[config.mk]
export PLATFORM = sky130hd
export DESIGN_NAME = wdw_watchdog
export DESIGN_NICKNAME = d
export VERILOG_FILES = /design/src/logic/wdw_pkg.sv /design/src/logic/wdw_tick_gen.sv /design/src/logic/wdw_watchdog.sv
export VERILOG_INCLUDE_DIRS = /design/src /design/src/logic
export SDC_FILE = /design/constraint.sdc
export NUM_CORES = 1
export LEC_CHECK = 0
export BUFFER_PORTS_ARGS = -buffer_cell sky130_fd_sc_hd__buf_2
export CORE_AREA = 4 4 117 119
export CTS_CLUSTER_SIZE = 16
export DETAILED_ROUTE_END_ITERATION = 16
export DIE_AREA = 0 0 121 123
export PLACE_DENSITY = 0.66
export RECOVER_POWER = 25
export REMOVE_ABC_BUFFERS = 1
export SLEW_MARGIN = 20
export SYNTH_ARGS = -nofsm -noshare
export SYNTH_HDL_FRONTEND = slang
export SYNTH_SLANG_ARGS = --single-unit
[constraint.sdc]
create_clock -name mclk -period 6.35 [get_ports mclk]
set_clock_uncertainty 0.05 [all_clocks]
set_input_delay 0.9525 -clock mclk [delete_from_list [all_inputs] [get_ports mclk]]
set_output_delay 0.9525 -clock mclk [all_outputs]
set_load 0.02 [all_outputs]
[src/logic/wdw_params.svh]
/*
 Constants for the windowed watchdog: register offsets, field positions,
 reset values and timing counts. Assumes a 25 MHz system clock.
*/
`ifndef WDW_PARAMS_SVH
`define WDW_PARAMS_SVH

`define WDW_ADDR_CONTROL 4'h0
`define WDW_ADDR_CONFIG 4'h1
`define WDW_ADDR_OSCCTL 4'h2
`define WDW_ADDR_STATUS 4'h3
`define WDW_ADDR_IDENT 4'h4
`define WDW_ADDR_TUNE 4'h5

`define WDW_CTL_FLAG_BIT 7
`define WDW_CTL_SOFT_BIT 0
`define WDW_CFG_WIN_BIT 5
`define WDW_CFG_PS_HI 4
`define WDW_CFG_PS_LO 1
`define WDW_CFG_HARD_BIT 0
`define WDW_OSC_FS_HI 6
`define WDW_OSC_FS_LO 4
`define WDW_ST_TIMEOUT_BIT 0
`define WDW_ST_EARLY_BIT 1

`define WDW_CFG_RESET 8'h3F
`define WDW_CTL_RESET 8'h00
`define WDW_OSC_RESET 8'h00
`define WDW_QUADRANT4 8'hC0
`define WDW_IDENT_VALUE 8'h5A

`define WDW_CLK_HZ 25000000
`define WDW_BASE_US 4000
`define WDW_TICK_HZ 64000
`define WDW_TICK_DIV (`WDW_CLK_HZ / `WDW_TICK_HZ)
`define WDW_TUNE_RESET 8'h00

`endif

[src/logic/wdw_pkg.sv]
/*
 Types shared by the watchdog files. Assumes wdw_params.svh beside it.
*/
package wdw_pkg;
   typedef struct packed {
      logic [3:0] addr;
      logic [7:0] wdata;
      logic wr;
      logic rd;
   } wdw_bus_req_t;

   typedef enum logic [1:0] {
      WDW_OFF,
      WDW_RUN,
      WDW_FIRE
   } wdw_state_t;
endpackage

[src/logic/wdw_tick_gen.sv]
/*
 Internal RC clock model: divides the system clock to an oscillator tick
 whose period is stretched or shrunk by a signed tuning value.
 Assumes one clock and a synchronous active-high reset.
*/
`timescale 1ns/1ps
`include "wdw_params.svh"

module wdw_tick_gen (
   // Clock and reset
   input wire logic mclk,
   input wire logic sys_rst,
   // Control
   input wire logic run,
   input wire logic [7:0] tune,
   // Output
   output logic tick
);
   import wdw_pkg::*;

   localparam int unsigned BASE = `WDW_TICK_DIV;
   logic [15:0] cnt_r;
   logic [15:0] cnt_nxt;
   logic [15:0] limit;

   // A tuning step lengthens the oscillator period by one part in 128.
   always_comb begin
      limit = 16'(BASE) + 16'(($signed(tune) * $signed(17'(BASE))) >>> 7);
      cnt_nxt = cnt_r;
      if (!run || cnt_r >= limit - 16'h0001) begin
         cnt_nxt = 16'h0000;
      end else begin
         cnt_nxt = cnt_r + 16'h0001;
      end
   end

   always_ff @(posedge mclk) begin
      if (sys_rst) begin
         cnt_r <= 16'h0000;
      end else begin
         cnt_r <= cnt_nxt;
      end
   end

   assign tick = run && (cnt_r >= limit - 16'h0001);
endmodule

[src/logic/wdw_watchdog.sv]
/*
 Windowed watchdog timer with 8-bit base counter and 16-bit postscaler.
 Assumes a 25 MHz mclk, synchronous reset, and a plain register port
 driven by a master on the same clock. Event inputs are one-cycle pulses
 from logic on the same clock.
*/
// Our own choices: the placing of the registers and strobed register access.
`timescale 1ns/1ps
`include "wdw_params.svh"

module wdw_watchdog (
   // Clock and reset
   input wire logic mclk,
   input wire logic sys_rst,
   // Register port
   input wire wdw_pkg::wdw_bus_req_t bus_req,
   output logic [7:0] bus_rdata,
   // Core events
   input wire logic sleep_instr,
   input wire logic clear_watchdog_instr,
   input wire logic clock_fail,
   input wire logic fscm_enable,
   // Results
   output logic internal_rc_clock_on,
   output logic wdt_reset_req,
   output logic window_flag
);
   import wdw_pkg::*;

   localparam int unsigned BASE_TICKS =
      `WDW_BASE_US * (`WDW_TICK_HZ / 1000) / 1000 / 256;

   logic [7:0] cfg_r, cfg_nxt;
   logic [7:0] ctl_r, ctl_nxt;
   logic [7:0] osc_control_reg_r, osc_nxt;
   logic [7:0] osc_tuning_reg_r, tune_nxt;
   logic [1:0] status_r, status_nxt;
   logic [7:0] rdata_r, rdata_nxt;
   logic [7:0] watchdog_counter_r, wdt_nxt;
   logic [15:0] post_r, post_nxt;
   logic [7:0] sub_r, sub_nxt;
   wdw_state_t state_r, state_nxt;
   logic rc_tick;
   logic enabled;
   logic window_mode_n;
   logic [3:0] postscale_select;
   logic clr_all;
   logic early_clear;
   logic fs_change;
   logic wr_ctl, wr_cfg, wr_osc, wr_tune, wr_st;
   logic base_done;
   logic tap_hit;

   assign window_mode_n = cfg_r[`WDW_CFG_WIN_BIT];
   assign postscale_select = cfg_r[`WDW_CFG_PS_HI:`WDW_CFG_PS_LO];
   assign enabled = cfg_r[`WDW_CFG_HARD_BIT] || ctl_r[`WDW_CTL_SOFT_BIT];
   assign internal_rc_clock_on = enabled || fscm_enable;
   assign window_flag = watchdog_counter_r >= `WDW_QUADRANT4;

   wdw_tick_gen u_tick (
      .mclk(mclk),
      .sys_rst(sys_rst),
      .run(internal_rc_clock_on),
      .tune(osc_tuning_reg_r),
      .tick(rc_tick)
   );

   // Register writes; the identity word is read-only.
   always_comb begin
      wr_ctl = 1'b0;
      wr_cfg = 1'b0;
      wr_osc = 1'b0;
      wr_tune = 1'b0;
      wr_st = 1'b0;
      if (bus_req.wr) begin
         if (bus_req.addr == `WDW_ADDR_CONTROL) begin
            wr_ctl = 1'b1;
         end else if (bus_req.addr == `WDW_ADDR_CONFIG) begin
            wr_cfg = 1'b1;
         end else if (bus_req.addr == `WDW_ADDR_OSCCTL) begin
            wr_osc = 1'b1;
         end else if (bus_req.addr == `WDW_ADDR_STATUS) begin
            wr_st = 1'b1;
         end else if (bus_req.addr == `WDW_ADDR_TUNE) begin
            wr_tune = 1'b1;
         end
      end
   end

   always_comb begin
      ctl_nxt = ctl_r;
      cfg_nxt = cfg_r;
      osc_nxt = osc_control_reg_r;
      tune_nxt = osc_tuning_reg_r;
      if (wr_ctl) begin
         ctl_nxt = {7'h00, bus_req.wdata[`WDW_CTL_SOFT_BIT]};
      end
      if (wr_cfg) begin
         cfg_nxt = {2'b00, bus_req.wdata[5:0]};
      end
      if (wr_osc) begin
         osc_nxt = bus_req.wdata;
      end
      if (wr_tune) begin
         tune_nxt = bus_req.wdata;
      end
   end

   // Of the oscillator-control writes, only a real change of the frequency field clears the counters.
   assign fs_change = wr_osc &&
      (bus_req.wdata[`WDW_OSC_FS_HI:`WDW_OSC_FS_LO] !=
       osc_control_reg_r[`WDW_OSC_FS_HI:`WDW_OSC_FS_LO]);
   assign early_clear = clear_watchdog_instr && enabled && !window_mode_n &&
      !window_flag;
   assign clr_all = sleep_instr || clear_watchdog_instr || fs_change ||
      clock_fail;

   // Each base-counter step is BASE_TICKS oscillator ticks, so a full
   // 8-bit wrap is the base period.
   assign base_done = rc_tick && (sub_r == 8'(BASE_TICKS - 1));
   assign tap_hit = base_done && (watchdog_counter_r == 8'hFF) &&
      (post_r == ((16'h0001 << postscale_select) - 16'h0001));

   always_comb begin
      sub_nxt = sub_r;
      wdt_nxt = watchdog_counter_r;
      post_nxt = post_r;
      state_nxt = state_r;
      case (state_r)
         WDW_OFF: begin
            sub_nxt = 8'h00;
            wdt_nxt = 8'h00;
            post_nxt = 16'h0000;
            if (enabled && !clr_all) begin
               state_nxt = WDW_RUN;
            end
         end
         WDW_RUN: begin
            if (!enabled) begin
               state_nxt = WDW_OFF;
            end else if (early_clear) begin
               state_nxt = WDW_FIRE;
            end else if (clr_all) begin
               sub_nxt = 8'h00;
               wdt_nxt = 8'h00;
               post_nxt = 16'h0000;
            end else if (tap_hit) begin
               state_nxt = WDW_FIRE;
            end else if (rc_tick) begin
               if (base_done) begin
                  sub_nxt = 8'h00;
                  wdt_nxt = watchdog_counter_r + 8'h01;
                  if (watchdog_counter_r == 8'hFF) begin
                     post_nxt = post_r + 16'h0001;
                  end
               end else begin
                  sub_nxt = sub_r + 8'h01;
               end
            end
         end
         WDW_FIRE: begin
            sub_nxt = 8'h00;
            wdt_nxt = 8'h00;
            post_nxt = 16'h0000;
            state_nxt = WDW_OFF;
         end
         default: state_nxt = WDW_OFF;
      endcase
   end

   // Status bits stick until software writes one; a new event wins.
   always_comb begin
      status_nxt = status_r;
      if (wr_st) begin
         status_nxt = status_r & ~bus_req.wdata[1:0];
      end
      if (state_r == WDW_RUN && tap_hit && enabled && !clr_all) begin
         status_nxt[`WDW_ST_TIMEOUT_BIT] = 1'b1;
      end
      if (state_r == WDW_RUN && early_clear) begin
         status_nxt[`WDW_ST_EARLY_BIT] = 1'b1;
      end
   end

   always_comb begin
      rdata_nxt = 8'h00;
      if (bus_req.rd) begin
         if (bus_req.addr == `WDW_ADDR_CONTROL) begin
            rdata_nxt = {window_flag, 6'h00, ctl_r[`WDW_CTL_SOFT_BIT]};
         end else if (bus_req.addr == `WDW_ADDR_CONFIG) begin
            rdata_nxt = cfg_r;
         end else if (bus_req.addr == `WDW_ADDR_OSCCTL) begin
            rdata_nxt = osc_control_reg_r;
         end else if (bus_req.addr == `WDW_ADDR_STATUS) begin
            rdata_nxt = {6'h00, status_r};
         end else if (bus_req.addr == `WDW_ADDR_IDENT) begin
            rdata_nxt = `WDW_IDENT_VALUE; // Arbitrary value.
         end else if (bus_req.addr == `WDW_ADDR_TUNE) begin
            rdata_nxt = osc_tuning_reg_r;
         end
      end
   end

   always_ff @(posedge mclk) begin
      if (sys_rst) begin
         cfg_r <= `WDW_CFG_RESET;
         ctl_r <= `WDW_CTL_RESET;
         osc_control_reg_r <= `WDW_OSC_RESET;
         osc_tuning_reg_r <= `WDW_TUNE_RESET;
         status_r <= 2'b00;
         rdata_r <= 8'h00;
         sub_r <= 8'h00;
         watchdog_counter_r <= 8'h00;
         post_r <= 16'h0000;
         state_r <= WDW_OFF;
      end else begin
         cfg_r <= cfg_nxt;
         ctl_r <= ctl_nxt;
         osc_control_reg_r <= osc_nxt;
         osc_tuning_reg_r <= tune_nxt;
         status_r <= status_nxt;
         rdata_r <= rdata_nxt;
         sub_r <= sub_nxt;
         watchdog_counter_r <= wdt_nxt;
         post_r <= post_nxt;
         state_r <= state_nxt;
      end
   end

   assign bus_rdata = rdata_r;
   assign wdt_reset_req = (state_r == WDW_FIRE);
endmodule

# ---- Word-level counts from Yosys, hierarchy flattened
# Index checks and enable logic that the tools add are counted.
dict set report word_totals {
  regBits 83
  input_bits 20
}
dict set report classes {
  add_sub_neg 7
  n_mul 1
  n_lt_le_gt_ge 2
  eq_ne 19
  shifts 1
  n_mux 57
  n_bitwise 3
  n_reduce_logical 37
}
# op n
set op_table {}
lappend op_table {{2-to-1 mux 8 bit} 18}
lappend op_table {{2-to-1 mux 16 bit} 7}
lappend op_table {{adder 16 x 1 -> 16 bit (second input constant)} 2}
lappend op_table {{one-hot mux 16 bit (2 select lines)} 1}
lappend op_table {{one-hot mux 8 bit (2 select lines)} 2}
lappend op_table {{subtractor 16 x 1 -> 16 bit (second input constant)} 2}
lappend op_table {{2-to-1 mux 1 bit} 22}
lappend op_table {{adder 8 x 1 -> 8 bit (second input constant)} 2}
lappend op_table {{== test 16 bit} 1}
lappend op_table {{>= comparator 16 bit} 1}
lappend op_table {{multiplier 8 x 9 -> 16 bit (second input constant)} 1}
lappend op_table {{left shift 1 x 4 -> 16 bit (first input constant)} 1}
lappend op_table {{logical AND 1 bit} 13}
lappend op_table {{2-to-1 mux 2 bit} 6}
lappend op_table {{inequality test 3 bit (second input constant)} 4}
lappend op_table {{adder 10 x 10 -> 11 bit (first input constant)} 1}
lappend op_table {{== test 4 x 2 -> 1 bit (second input constant)} 2}
lappend op_table {{== test 4 x 3 -> 1 bit (second input constant)} 2}
lappend op_table {{== test 8 bit (second input constant)} 1}
lappend op_table {{>= comparator 8 bit (second input constant)} 1}
lappend op_table {{logical NOT 8 bit} 1}
lappend op_table {{inequality test 4 bit (second input constant)} 2}
lappend op_table {{AND reduction 7 bit} 1}
lappend op_table {{logical OR 1 bit} 6}
lappend op_table {{18 further kinds} 27}

# ---- Depth between registers and ports, before layout
# Gate-level depths: netlist of the first run.
dict set report depth {
  depth_word 13
  depth_mapped 31
  depth_no_buf 28
}

# ---- Modules after synthesis
# From an unflattened synthesis of the first run, not the netlist that was laid out.
dict set report hier_totals {
  cells_unflattened 775
  area_unflattened_um2 6343.6
}
# module n_inst cells_per_inst area_each_um2 seq_area_each_um2
set modules_own_cells {}
lappend modules_own_cells {wdw_watchdog 1 526 4120.2 1341.3}
lappend modules_own_cells {wdw_tick_gen 1 249 2223.4 320.3}

# ---- Least setup slack after synthesis of the first run
# No wires, ideal clock.
dict set report synth_timing {
  kind {flip-flop to flip-flop}
  start {register osc_tuning_reg_r[0]}
  end {register sub_r[2]}
  t_arrival_ps 6520
  t_required_ps 6229
  slack_ps -291
  stages_incl_launch_ff 30
  path_buffers 1
  period_less_slack_ps 6641
  cell_sequence {dfxtp_1 inv_1 fa_1 inv_1 ha_1 inv_1 fa_1 inv_1 fa_1 ha_1 clkbuf_1 a211oi_1 nor3_1 a311o_1 a21oi_2 nand2_1 or3_1 nand3_1 xor2_2 a31oi_1 ha_1 a211oi_1 o21ai_0 a21oi_1 o21ai_0 a21oi_1 o21ai_1 or3_1 or3b_2 a21oi_1}
}
dict set report synth_between {
  elab_chain_cells 13
  word_cells_on_any_way 18
}
# element line
set synth_rtl {}
lappend synth_rtl {{start: declaration} wdw_watchdog.sv:36} ;# logic [7:0] osc_tuning_reg_r, tune_nxt;
lappend synth_rtl {{start signal: assignment} wdw_watchdog.sv:209} ;# osc_tuning_reg_r <= `WDW_TUNE_RESET;
lappend synth_rtl {{start signal: assignment} wdw_watchdog.sv:220} ;# osc_tuning_reg_r <= tune_nxt;
lappend synth_rtl {{multiplier 8 x 9 -> 16 bit *} wdw_tick_gen.sv:28} ;# limit = 16'(BASE) + 16'(($signed(tune) * $signed(17'(BASE))) >>> 7);
lappend synth_rtl {{adder 10 x 10 -> 11 bit *} wdw_tick_gen.sv:28}
lappend synth_rtl {{subtractor 16 x 1 -> 16 bit *} wdw_tick_gen.sv:45} ;# assign tick = run && (cnt_r >= limit - 16'h0001);
lappend synth_rtl {{>= comparator 16 bit *} wdw_tick_gen.sv:45}
lappend synth_rtl {{logical AND 1 bit *} wdw_tick_gen.sv:45}
lappend synth_rtl {{logical AND 1 bit} wdw_watchdog.sv:120} ;# assign base_done = rc_tick && (sub_r == 8'(BASE_TICKS - 1));
lappend synth_rtl {{2-to-1 mux 8 bit} wdw_watchdog.sv:150} ;# if (base_done) begin
lappend synth_rtl {{2-to-1 mux 8 bit} wdw_watchdog.sv:149} ;# end else if (rc_tick) begin
lappend synth_rtl {{2-to-1 mux 8 bit} wdw_watchdog.sv:147} ;# end else if (tap_hit) begin
lappend synth_rtl {{2-to-1 mux 8 bit} wdw_watchdog.sv:143} ;# end else if (clr_all) begin
lappend synth_rtl {{2-to-1 mux 8 bit} wdw_watchdog.sv:141} ;# end else if (early_clear) begin
lappend synth_rtl {{2-to-1 mux 8 bit} wdw_watchdog.sv:139} ;# if (!enabled) begin
lappend synth_rtl {{one-hot mux 8 bit (2 select lines)} wdw_watchdog.sv:129} ;# case (state_r)
lappend synth_rtl {{end signal: assignment} wdw_watchdog.sv:223} ;# sub_r <= sub_nxt;
lappend synth_rtl {{end: declaration} wdw_watchdog.sv:41} ;# logic [7:0] sub_r, sub_nxt;
# Every way passes the cells marked *; elsewhere a longest branch is shown, timed or not. The select of a mux whose other input is x is not followed.
# A chain may end at the register's enable or synchronous reset.

# ---- Final worst setup path of the first run
dict set report layout_timing {
  start {register osc_tuning_reg_r[0]}
  end {register sub_r[6]}
}
# The elaborated chain is that of the path after synthesis.

==> out/summary.txt, run 1 <==
drt pass-1 iters: 5
Leakage: 3.43 nW
Worst Max-Slew Pin Slew: 1010 ps
Max-Cap Viols: 0
worst skew pair latency: 340 ps
number of flops mapped to enable cells by yosys: 0
I/O pin total: 31
total gr overflow: 0
Yosys warnings: 0
vias in the first global route: 5,617
largest net degree at the start of global routing: 51
status: finished, final reports clean
Int Pwr: 878 µW
post-layout instance area: 7730 µm²
Core ar.: 12,600 µm²
Hold Path Class: flop to flop
CTS tree: yes
Total GRT Usage: 21.6%
share of layout cells above drive strength 1: 24.7%
CTS buffer count: 9
die area: 14,900 µm²
Fill cells: 1,091
chip height: 123 µm
Fin Hold WS: 420 ps
Post-DRT Antenna Nets: 0
CP peak stage delay: 510 ps
Inserted Diodes: 0
die width: 121 µm
initial antenna violation count: 0
Achievable Freq: 161 MHz
unrepaired setup endpoints after global routing: true
hold violation count in the final report: 0
CTS Root Cell: clkbuf_16
Port Buffers: 30
Clock Path Buffers: 2
clk slew on worst S/H paths: 60 ps
hold buffer count at cts: 0
Netlist cell types: 74
Setup crit end kind: flop
DR vias/cell: 5.76
first-pass GRT wire length: 26,300 µm
synthesized area: 6210 µm²
area growth from synthesis to layout: 24.5%
Post-Route Setup TNS: 0 ps
Final nets: 944
Crit path top cell by count: inv_2
CP Launch Type: flop
# DRC: 0
share of the yosys chip area belonging to registers: 26.7%
final setup violation count: 0
Comb pwr share: 9.9%
critical path fanouts, max: 5
clock sink count: 83
CTS H-tree lvls: 3
Power Density: 150 nW/µm²
syn avg cell area: 8.09 µm²
crit path kind: flop to flop
Worst EP required: 6570 ps
Mapped Cells: 768
Rel. slew slack: 31.8%
Rows: 41
P_sw: 283 µW
DRT iter0 DRCs: 345
Final Critical Period: 6200 ps
hpwl dp: 11,800 µm
clock share of power: 44.3%
Synth Flop Type: dfxtp_1
sequential cell area: 1660 µm²
Peak VDD IR: 0.000157 V
FF+latch count, synth: 83
GP Congestion: 0.862
Final period util: 97.6%
slowest CP cell: fa_2
asr flop ratio synth: 0%
Starting Density: 49.4%
Max Slew Vio Count: 0
register share of total power: 45.8%
Multi-input gate area: 4600 µm²
wire per inst: 15.6 µm
Critical Path AT: 6420 ps
Switching Fraction: 24.4%
WL final: 16,100 µm
via count: 5,940
Placed Area: 6960 µm²
-- critical path: cells and delay by family, from the launching register on --
kind	cells	cell delay (ps)
AOI/OAI and AO/OA	10	1310
and+or+nand+nor	4	1120
buffers and inverters	8	780
adders and majority gates	7	1990
xor gates and xnor gates	3	530
DFF	1	330
-- layer usage --
layer	track usage (%)	part of all wire, %	vias to the layer above
li1	-	-	2923
met1	27.7	45	2864
met2	36.9	50	134
met3	3.98	3.8	19
met4	7.08	1.4	0
met5	0	0	-
-- Yosys cell counts, types with 20 or more instances --
| cell type | number | area share (%) |
|---|---|---|
| xor2_1 | 23 | 3.2 |
| dfxtp_1 | 83 | 27 |
| o21ai_0 | 35 | 2.8 |
| nand2_1 | 67 | 4.0 |
| nor3_1 | 26 | 2.1 |
| xnor2_1 | 22 | 3.1 |
| clkbuf_1 | 20 | 1.2 |
| inv_1 | 48 | 2.9 |
| mux2i_1 | 22 | 3.5 |
| a21oi_1 | 57 | 4.6 |
| ha_1 | 61 | 12 |
| nand3_1 | 30 | 2.4 |
| nor2_1 | 74 | 4.5 |
-- path summary, 6_finish.rpt --
check / from / end / slack (ps) / depth (start not counted)
setup / recovery: osc_tuning_reg_r[0] / sub_r[6] / 150 / 32
hold / removal: watchdog_counter_r[1] / watchdog_counter_r[1] / 420 / 2
setup reg to reg: osc_tuning_reg_r[0] / sub_r[6] / 150 / 32
hold reg to reg: watchdog_counter_r[1] / watchdog_counter_r[1] / 420 / 2
-- state kept, by name (all words and copies together) (netlist names) --
signal / flops
cfg_r: 6
status_r: 2
watchdog_counter_r: 8
state_r: 2
bus_rdata: 8
osc_tuning_reg_r: 8
post_r: 16
sub_r: 8
ctl_r: 1
osc_control_reg_r: 8
u_tick.cnt_r: 16
-- power groups by stage --
stage                     logic, mW  clock network [mW]  registers [mW]
final                         0.115               0.514           0.532
after global routing          0.127               0.552           0.532
after floorplan              0.0571                   0           0.543
after CTS                     0.106               0.530           0.531
after global placement        0.101                   0           0.543
after detailed placement      0.104                   0           0.543
-- layout make-up --
cell class | instances | area share, %
flip-flops and latches | 83 | 21.5
inverters | 49 | 2.38
well taps | 172 | 2.78
clock buffers | 9 | 2.91
clock inverters | 6 | 0.874
multi-input cells | 602 | 59.4
repair buffers | 110 | 10.1
-- metrics by stage --
step / util [%] / setup slack [ps] / cells / power, mW
3_3_place_gp: 55.3 / -197 / 1006 / 0.643
3_5_place_dp: 55.3 / -346 / 1006 / 0.647
5_1_grt: 61.5 / -62.8 / 1031 / 1.21
2_1_floorplan: - / -269 / 734 / 0.600
6_report: 61.5 / 151 / 1031 / 1.16
4_1_cts: 58.4 / 10.4 / 1023 / 1.17
-- cells by family (layout without fill, tap and decap cells) --
| logic type | Yosys count | in the layout | share of synthesized area, % |
|---|---|---|---|
| buffers and inverters | 83 | 174 | 5.34 |
| muxes | 23 | 23 | 3.73 |
| xor gates and xnor gates | 46 | 46 | 6.61 |
| adders and majority gates | 71 | 71 | 15.2 |
| DFF | 83 | 83 | 26.7 |
| and+or+nand+nor | 278 | 278 | 22.3 |
| AOI/OAI and AO/OA | 184 | 184 | 20.1 |
-- repair_timing --
action,in CTS,in global routing
setup buffers,2,8
pin swaps,13,31
resized for setup,17,71
cloned,0,1
setup endpoints to repair,33,49
-- layout by cell type, fill, tap and decap left out, types with 24 or more instances in the layout --
cell | Yosys | routed
dfxtp_1 | 83 | 81
nor2_1 | 74 | 73
buf_4 | 2 | 73
nand2_1 | 67 | 65
ha_1 | 61 | 53
a21oi_1 | 57 | 50
inv_1 | 48 | 44
o21ai_0 | 35 | 30
buf_2 | 10 | 29
nand3_1 | 30 | 28
nor3_1 | 26 | 24
Power figures use the tool's default switching activity.
==> inputs of run 2 (changes only) <==
--- a/config.mk
+++ b/config.mk
@@ -11,7 +11,7 @@
 export CTS_CLUSTER_SIZE = 16
 export DETAILED_ROUTE_END_ITERATION = 16
 export DIE_AREA = 0 0 121 123
-export PLACE_DENSITY = 0.66
+export PLACE_DENSITY = 0.69
 export RECOVER_POWER = 25
 export REMOVE_ABC_BUFFERS = 1
 export SLEW_MARGIN = 20
==> out/summary.txt, run 2 (synthesized netlist as in run 1, its figures left out) <==
status: finished, final reports clean
Final Critical Period: 6260 ps
CTS H-tree lvls: 3
Hold Crit Start: watchdog_counter_r[1]
dpl ws: -310 ps
wire per inst: 16.0 µm
Achievable Freq: 160 MHz
Worst Max-Slew Pin Slew: 880 ps
via count: 5,943
initial antenna violation count: 0
Max-Cap Viols: 0
CP peak stage delay: 460 ps
Max Slew Vio Count: 0
top flop regs: post_r x16, u_tick.cnt_r x16
clock sink count: 83
critical path fanouts, max: 6
Final WS setup: 89.1 ps
Clock Path Buffers: 2
Final nets: 928
DRT iter0 DRCs: 446
drt pass-1 iters: 5
Total GRT Usage: 21.8%
Post-Route Setup TNS: 0 ps
I/O pin total: 31
Final period util: 98.6%
Power Density: 150 nW/µm²
P_sw: 294 µW
Leakage: 3.32 nW
# DRC: 0
hold violation count in the final report: 0
clock share of power: 43.0%
Setup crit end kind: flop
Crit path top cell by count: inv_2
Switching Fraction: 25.9%
post-layout instance area: 7550 µm²
Hold Path Class: flop to flop
Comb pwr share: 10.1%
vias in the first global route: 5,451
hpwl dp: 11,900 µm
Starting Density: 49.4%
worst skew pair latency: 350 ps
most common cell after layout, fill and taps aside: dfxtp_1
DR vias/cell: 5.85
RR Startpoint: osc_tuning_reg_r[7]
Port Buffers: 30
Rows: 41
CTS Root Cell: clkbuf_16
Crit. Startpoint: osc_tuning_reg_r[7]
area growth from synthesis to layout: 21.5%
total gr overflow: 0
most frequent cells in the layout: dfxtp_1, nor2_1, nand2_1
Fill cells: 1,088
Post-DRT Antenna Nets: 0
clk slew on worst S/H paths: 60 ps
Critical Path AT: 6420 ps
Peak VDD IR: 0.000179 V
WL final: 16,300 µm
unrepaired setup endpoints after global routing: true
Inserted Diodes: 0
register share of total power: 46.9%
GP Congestion: 0.889
Int Pwr: 840 µW
CTS buffer count: 9
Core Util, Final: 60.0%
slowest CP cell: fa_1
CTS tree: yes
Rel. slew slack: 41.3%
Worst EP required: 6510 ps
final setup violation count: 0
hold buffer count at cts: 0
fin cells: 1,016
largest net degree at the start of global routing: 51
crit path kind: flop to flop
chip height: 123 µm
Placed Area: 6810 µm²
die width: 121 µm
Core ar.: 12,600 µm²
Placed Cells: 986
die area: 14,900 µm²
first-pass GRT wire length: 26,500 µm
share of layout cells above drive strength 1: 22.3%
CP Launch Type: flop
==> run 2: cell types whose count changed in the layout (fill, tap and decap cells not counted), moves of 3 or more <==
cell	before	now
a311oi_1	2	5
clkbuf_1	1	9
a21oi_1	50	45
buf_4	73	58
a21oi_2	6	11
a311oi_2	4	1
buf_2	29	21
==> run 2: layout make-up <==
| class | instances | area, µm² | share of cell area [%] |
|---|---|---|---|
| clock buffers | 9 | 225 | 2.98 |
| flip-flops and latches | 83 | 1670 | 22.1 |
| repair buffers | 94 | 651 | 8.62 |
| inverters | 49 | 184 | 2.44 |
| multi-input cells | 602 | 4550 | 60.3 |
| well taps | 172 | 215 | 2.85 |
| clock inverters | 7 | 52.6 | 0.696 |
==> run 2: final timing paths <==
check,endpoint,slack [ps],cells after the start
max,watchdog_counter_r[2],90,32
max reg2reg,watchdog_counter_r[2],90,32
min reg2reg,watchdog_counter_r[1],430,2
min,watchdog_counter_r[1],430,2
==> run 2: routing by layer <==
layer,track usage (%),wire length [µm]
met3,4.16,834
met4,6.52,266
met5,0,0
met1,30.0,7390
met2,34.9,7760
==> run 2: power by group through the flow <==
stage          registers (mW)  clock network [mW]  logic (mW)
6_report                0.532               0.487       0.114
5_1_grt                 0.532               0.526       0.126
2_1_floorplan           0.543                   0      0.0571
4_1_cts                 0.532               0.500       0.104
3_5_place_dp            0.543                   0       0.100
3_3_place_gp            0.543                   0      0.0981
==> run 2: stage by stage <==
step | hold slack, ps | total power, mW
finish | 425 | 1.13
global route | 458 | 1.18
CTS | 425 | 1.14
detailed placement | 416 | 0.644
global placement | 406 | 0.641
floorplan | 387 | 0.600
==> run 2: timing repair <==
item	in CTS	in global routing
pin swaps	11	35
setup endpoints to repair	32	37
buffers inserted	4	10
gates resized for setup	22	60
endpoints found under the hold margin	0	0
==> run 2: worst max-delay path, delay by kind of cell (launching register included) <==
family          cells  cell delay, ps
buf+inv             8             850
fa+ha+maj           6            1790
flops               1             330
compound gates     10            1550
simple gates        7            1320
xor+xnor            1             200
==> inputs of run 3 (changes only) <==
--- a/config.mk
+++ b/config.mk
@@ -6,15 +6,17 @@
 export SDC_FILE = /design/constraint.sdc
 export NUM_CORES = 1
 export LEC_CHECK = 0
-export BUFFER_PORTS_ARGS = -buffer_cell sky130_fd_sc_hd__buf_2
 export CORE_AREA = 4 4 117 119
 export CTS_CLUSTER_SIZE = 16
 export DETAILED_ROUTE_END_ITERATION = 16
 export DIE_AREA = 0 0 121 123
-export PLACE_DENSITY = 0.69
+export DONT_BUFFER_PORTS = 1
+export PLACE_DENSITY = 0.66
 export RECOVER_POWER = 25
 export REMOVE_ABC_BUFFERS = 1
+export SKIP_LAST_GASP = 1
 export SLEW_MARGIN = 20
 export SYNTH_ARGS = -nofsm -noshare
 export SYNTH_HDL_FRONTEND = slang
 export SYNTH_SLANG_ARGS = --single-unit
+export TNS_END_PERCENT = 20
==> out/summary.txt, run 3 (synthesized netlist as in run 1, its figures left out) <==
status: finished, final reports clean
Core ar.: 12,600 µm²
Final WS setup: 67.9 ps
dpl ws: -420 ps
hpwl dp: 11,800 µm
cell family with most CP delay: adder cells
clock sink count: 83
Hold Path Class: flop to flop
total gr overflow: 0
Post-Route Setup TNS: 0 ps
clk slew on worst S/H paths: 60 ps
Critical Path AT: 6520 ps
Worst EP required: 6590 ps
critical path fanouts, max: 6
I/O pin total: 31
Setup crit end kind: flop
GP Congestion: 0.925
CP Launch Type: flop
Port Buffers: 0
Post-DRT Antenna Nets: 0
drt pass-1 iters: 5
Worst Max-Slew Pin Slew: 706 ps
slowest CP cell: fa_1
CTS Root Cell: clkbuf_16
Final Critical Period: 6280 ps
Max-Cap Viols: 0
Rows: 41
worst path bufs/invs: 8
Leakage: 3.26 nW
DRT iter0 DRCs: 446
Inserted Diodes: 0
Total GRT Usage: 22.4%
Achievable Freq: 159 MHz
unrepaired setup endpoints after global routing: true
most frequent cells in the layout: dfxtp_1, nor2_1, nand2_1
share of layout cells above drive strength 1: 20.3%
hold buffer count at cts: 0
die area: 14,900 µm²
WL final: 16,000 µm
CP peak stage delay: 460 ps
largest net degree at the start of global routing: 51
area growth from synthesis to layout: 19.7%
fin cells: 993
die width: 121 µm
worst skew pair latency: 350 ps
most common cell after layout, fill and taps aside: dfxtp_1
vias in the first global route: 5,582
Final nets: 905
final setup violation count: 0
DR vias/cell: 5.85
Final period util: 98.9%
# DRC: 0
crit path kind: flop to flop
first-pass GRT wire length: 27,000 µm
Placed Cells: 961
Max Slew Vio Count: 0
CTS H-tree lvls: 3
Fin Hold WS: 424 ps
Peak VDD IR: 0.000170 V
wire per inst: 16.1 µm
via count: 5,810
CTS tree: yes
Rel. slew slack: 53.0%
CTS buffer count: 9
Starting Density: 49.4%
chip height: 123 µm
Power Density: 156 nW/µm²
top flop regs: post_r x16, u_tick.cnt_r x16
Clock Path Buffers: 2
hold violation count in the final report: 0
initial antenna violation count: 0
==> run 3: report_power, final <==
group / internal, mW / switching (mW)
sequential: 0.525 / 0.00709
clock: 0.315 / 0.217
combinational: 0.0427 / 0.0505
==> run 3: cell type report <==
class | count | area, µm²
Clock buffer | 10 | 239
Clock inverter | 6 | 65.1
Fill cell | 1130 | 5130
Sequential cell | 83 | 1670
Timing Repair Buffer | 71 | 557
Multi-Input combinational cell | 602 | 4510
Inverter | 49 | 184
Tap cell | 172 | 215
==> run 3: per-stage QoR <==
stage | power, mW | utilization [%] | area (µm²)
finish | 1.16 | 59.2 | 7440
floorplan | 0.600 | - | 6060
global placement | 0.624 | 53.3 | 6710
global route | 1.20 | 59.2 | 7440
CTS | 1.16 | 57.3 | 7200
detailed placement | 0.627 | 53.3 | 6710
==> run 3: timing repair <==
action	in CTS	in global routing
cloned	0	1
setup endpoints to repair	32	34
setup buffers	5	10
hold endpoints to repair	0	0
resized for setup	33	41
pin swaps	17	31
==> run 3: routing by layer <==
metal  part of all wire (%)  wire (µm)  global-route usage [%]
met1                     45       7140                    28.5
met2                     49       7770                    37.2
met3                    4.5        724                    5.03
met4                    2.1        330                    8.36
met5                      0          0                       0
==> run 3: path summary, 6_finish.rpt <==
check	startpoint	to	slack, ps	depth (start not counted)
setup / recovery	osc_tuning_reg_r[7]	sub_r[6]	70	32
hold / removal	watchdog_counter_r[1]	watchdog_counter_r[1]	420	2
setup reg to reg	osc_tuning_reg_r[7]	sub_r[6]	70	32
hold reg to reg	watchdog_counter_r[1]	watchdog_counter_r[1]	420	2
==> run 3: worst reg2reg max path, delay by kind of cell, from the launching register on <==
family	cells	cell delay, ps
multiplexers	1	280
XOR/XNOR	2	390
buffers and inverters	8	740
flip-flops	1	330
adder cells (fa/ha/maj)	6	1890
AO/OA/AOI/OAI	9	1360
AND/OR/NAND/NOR	6	1170
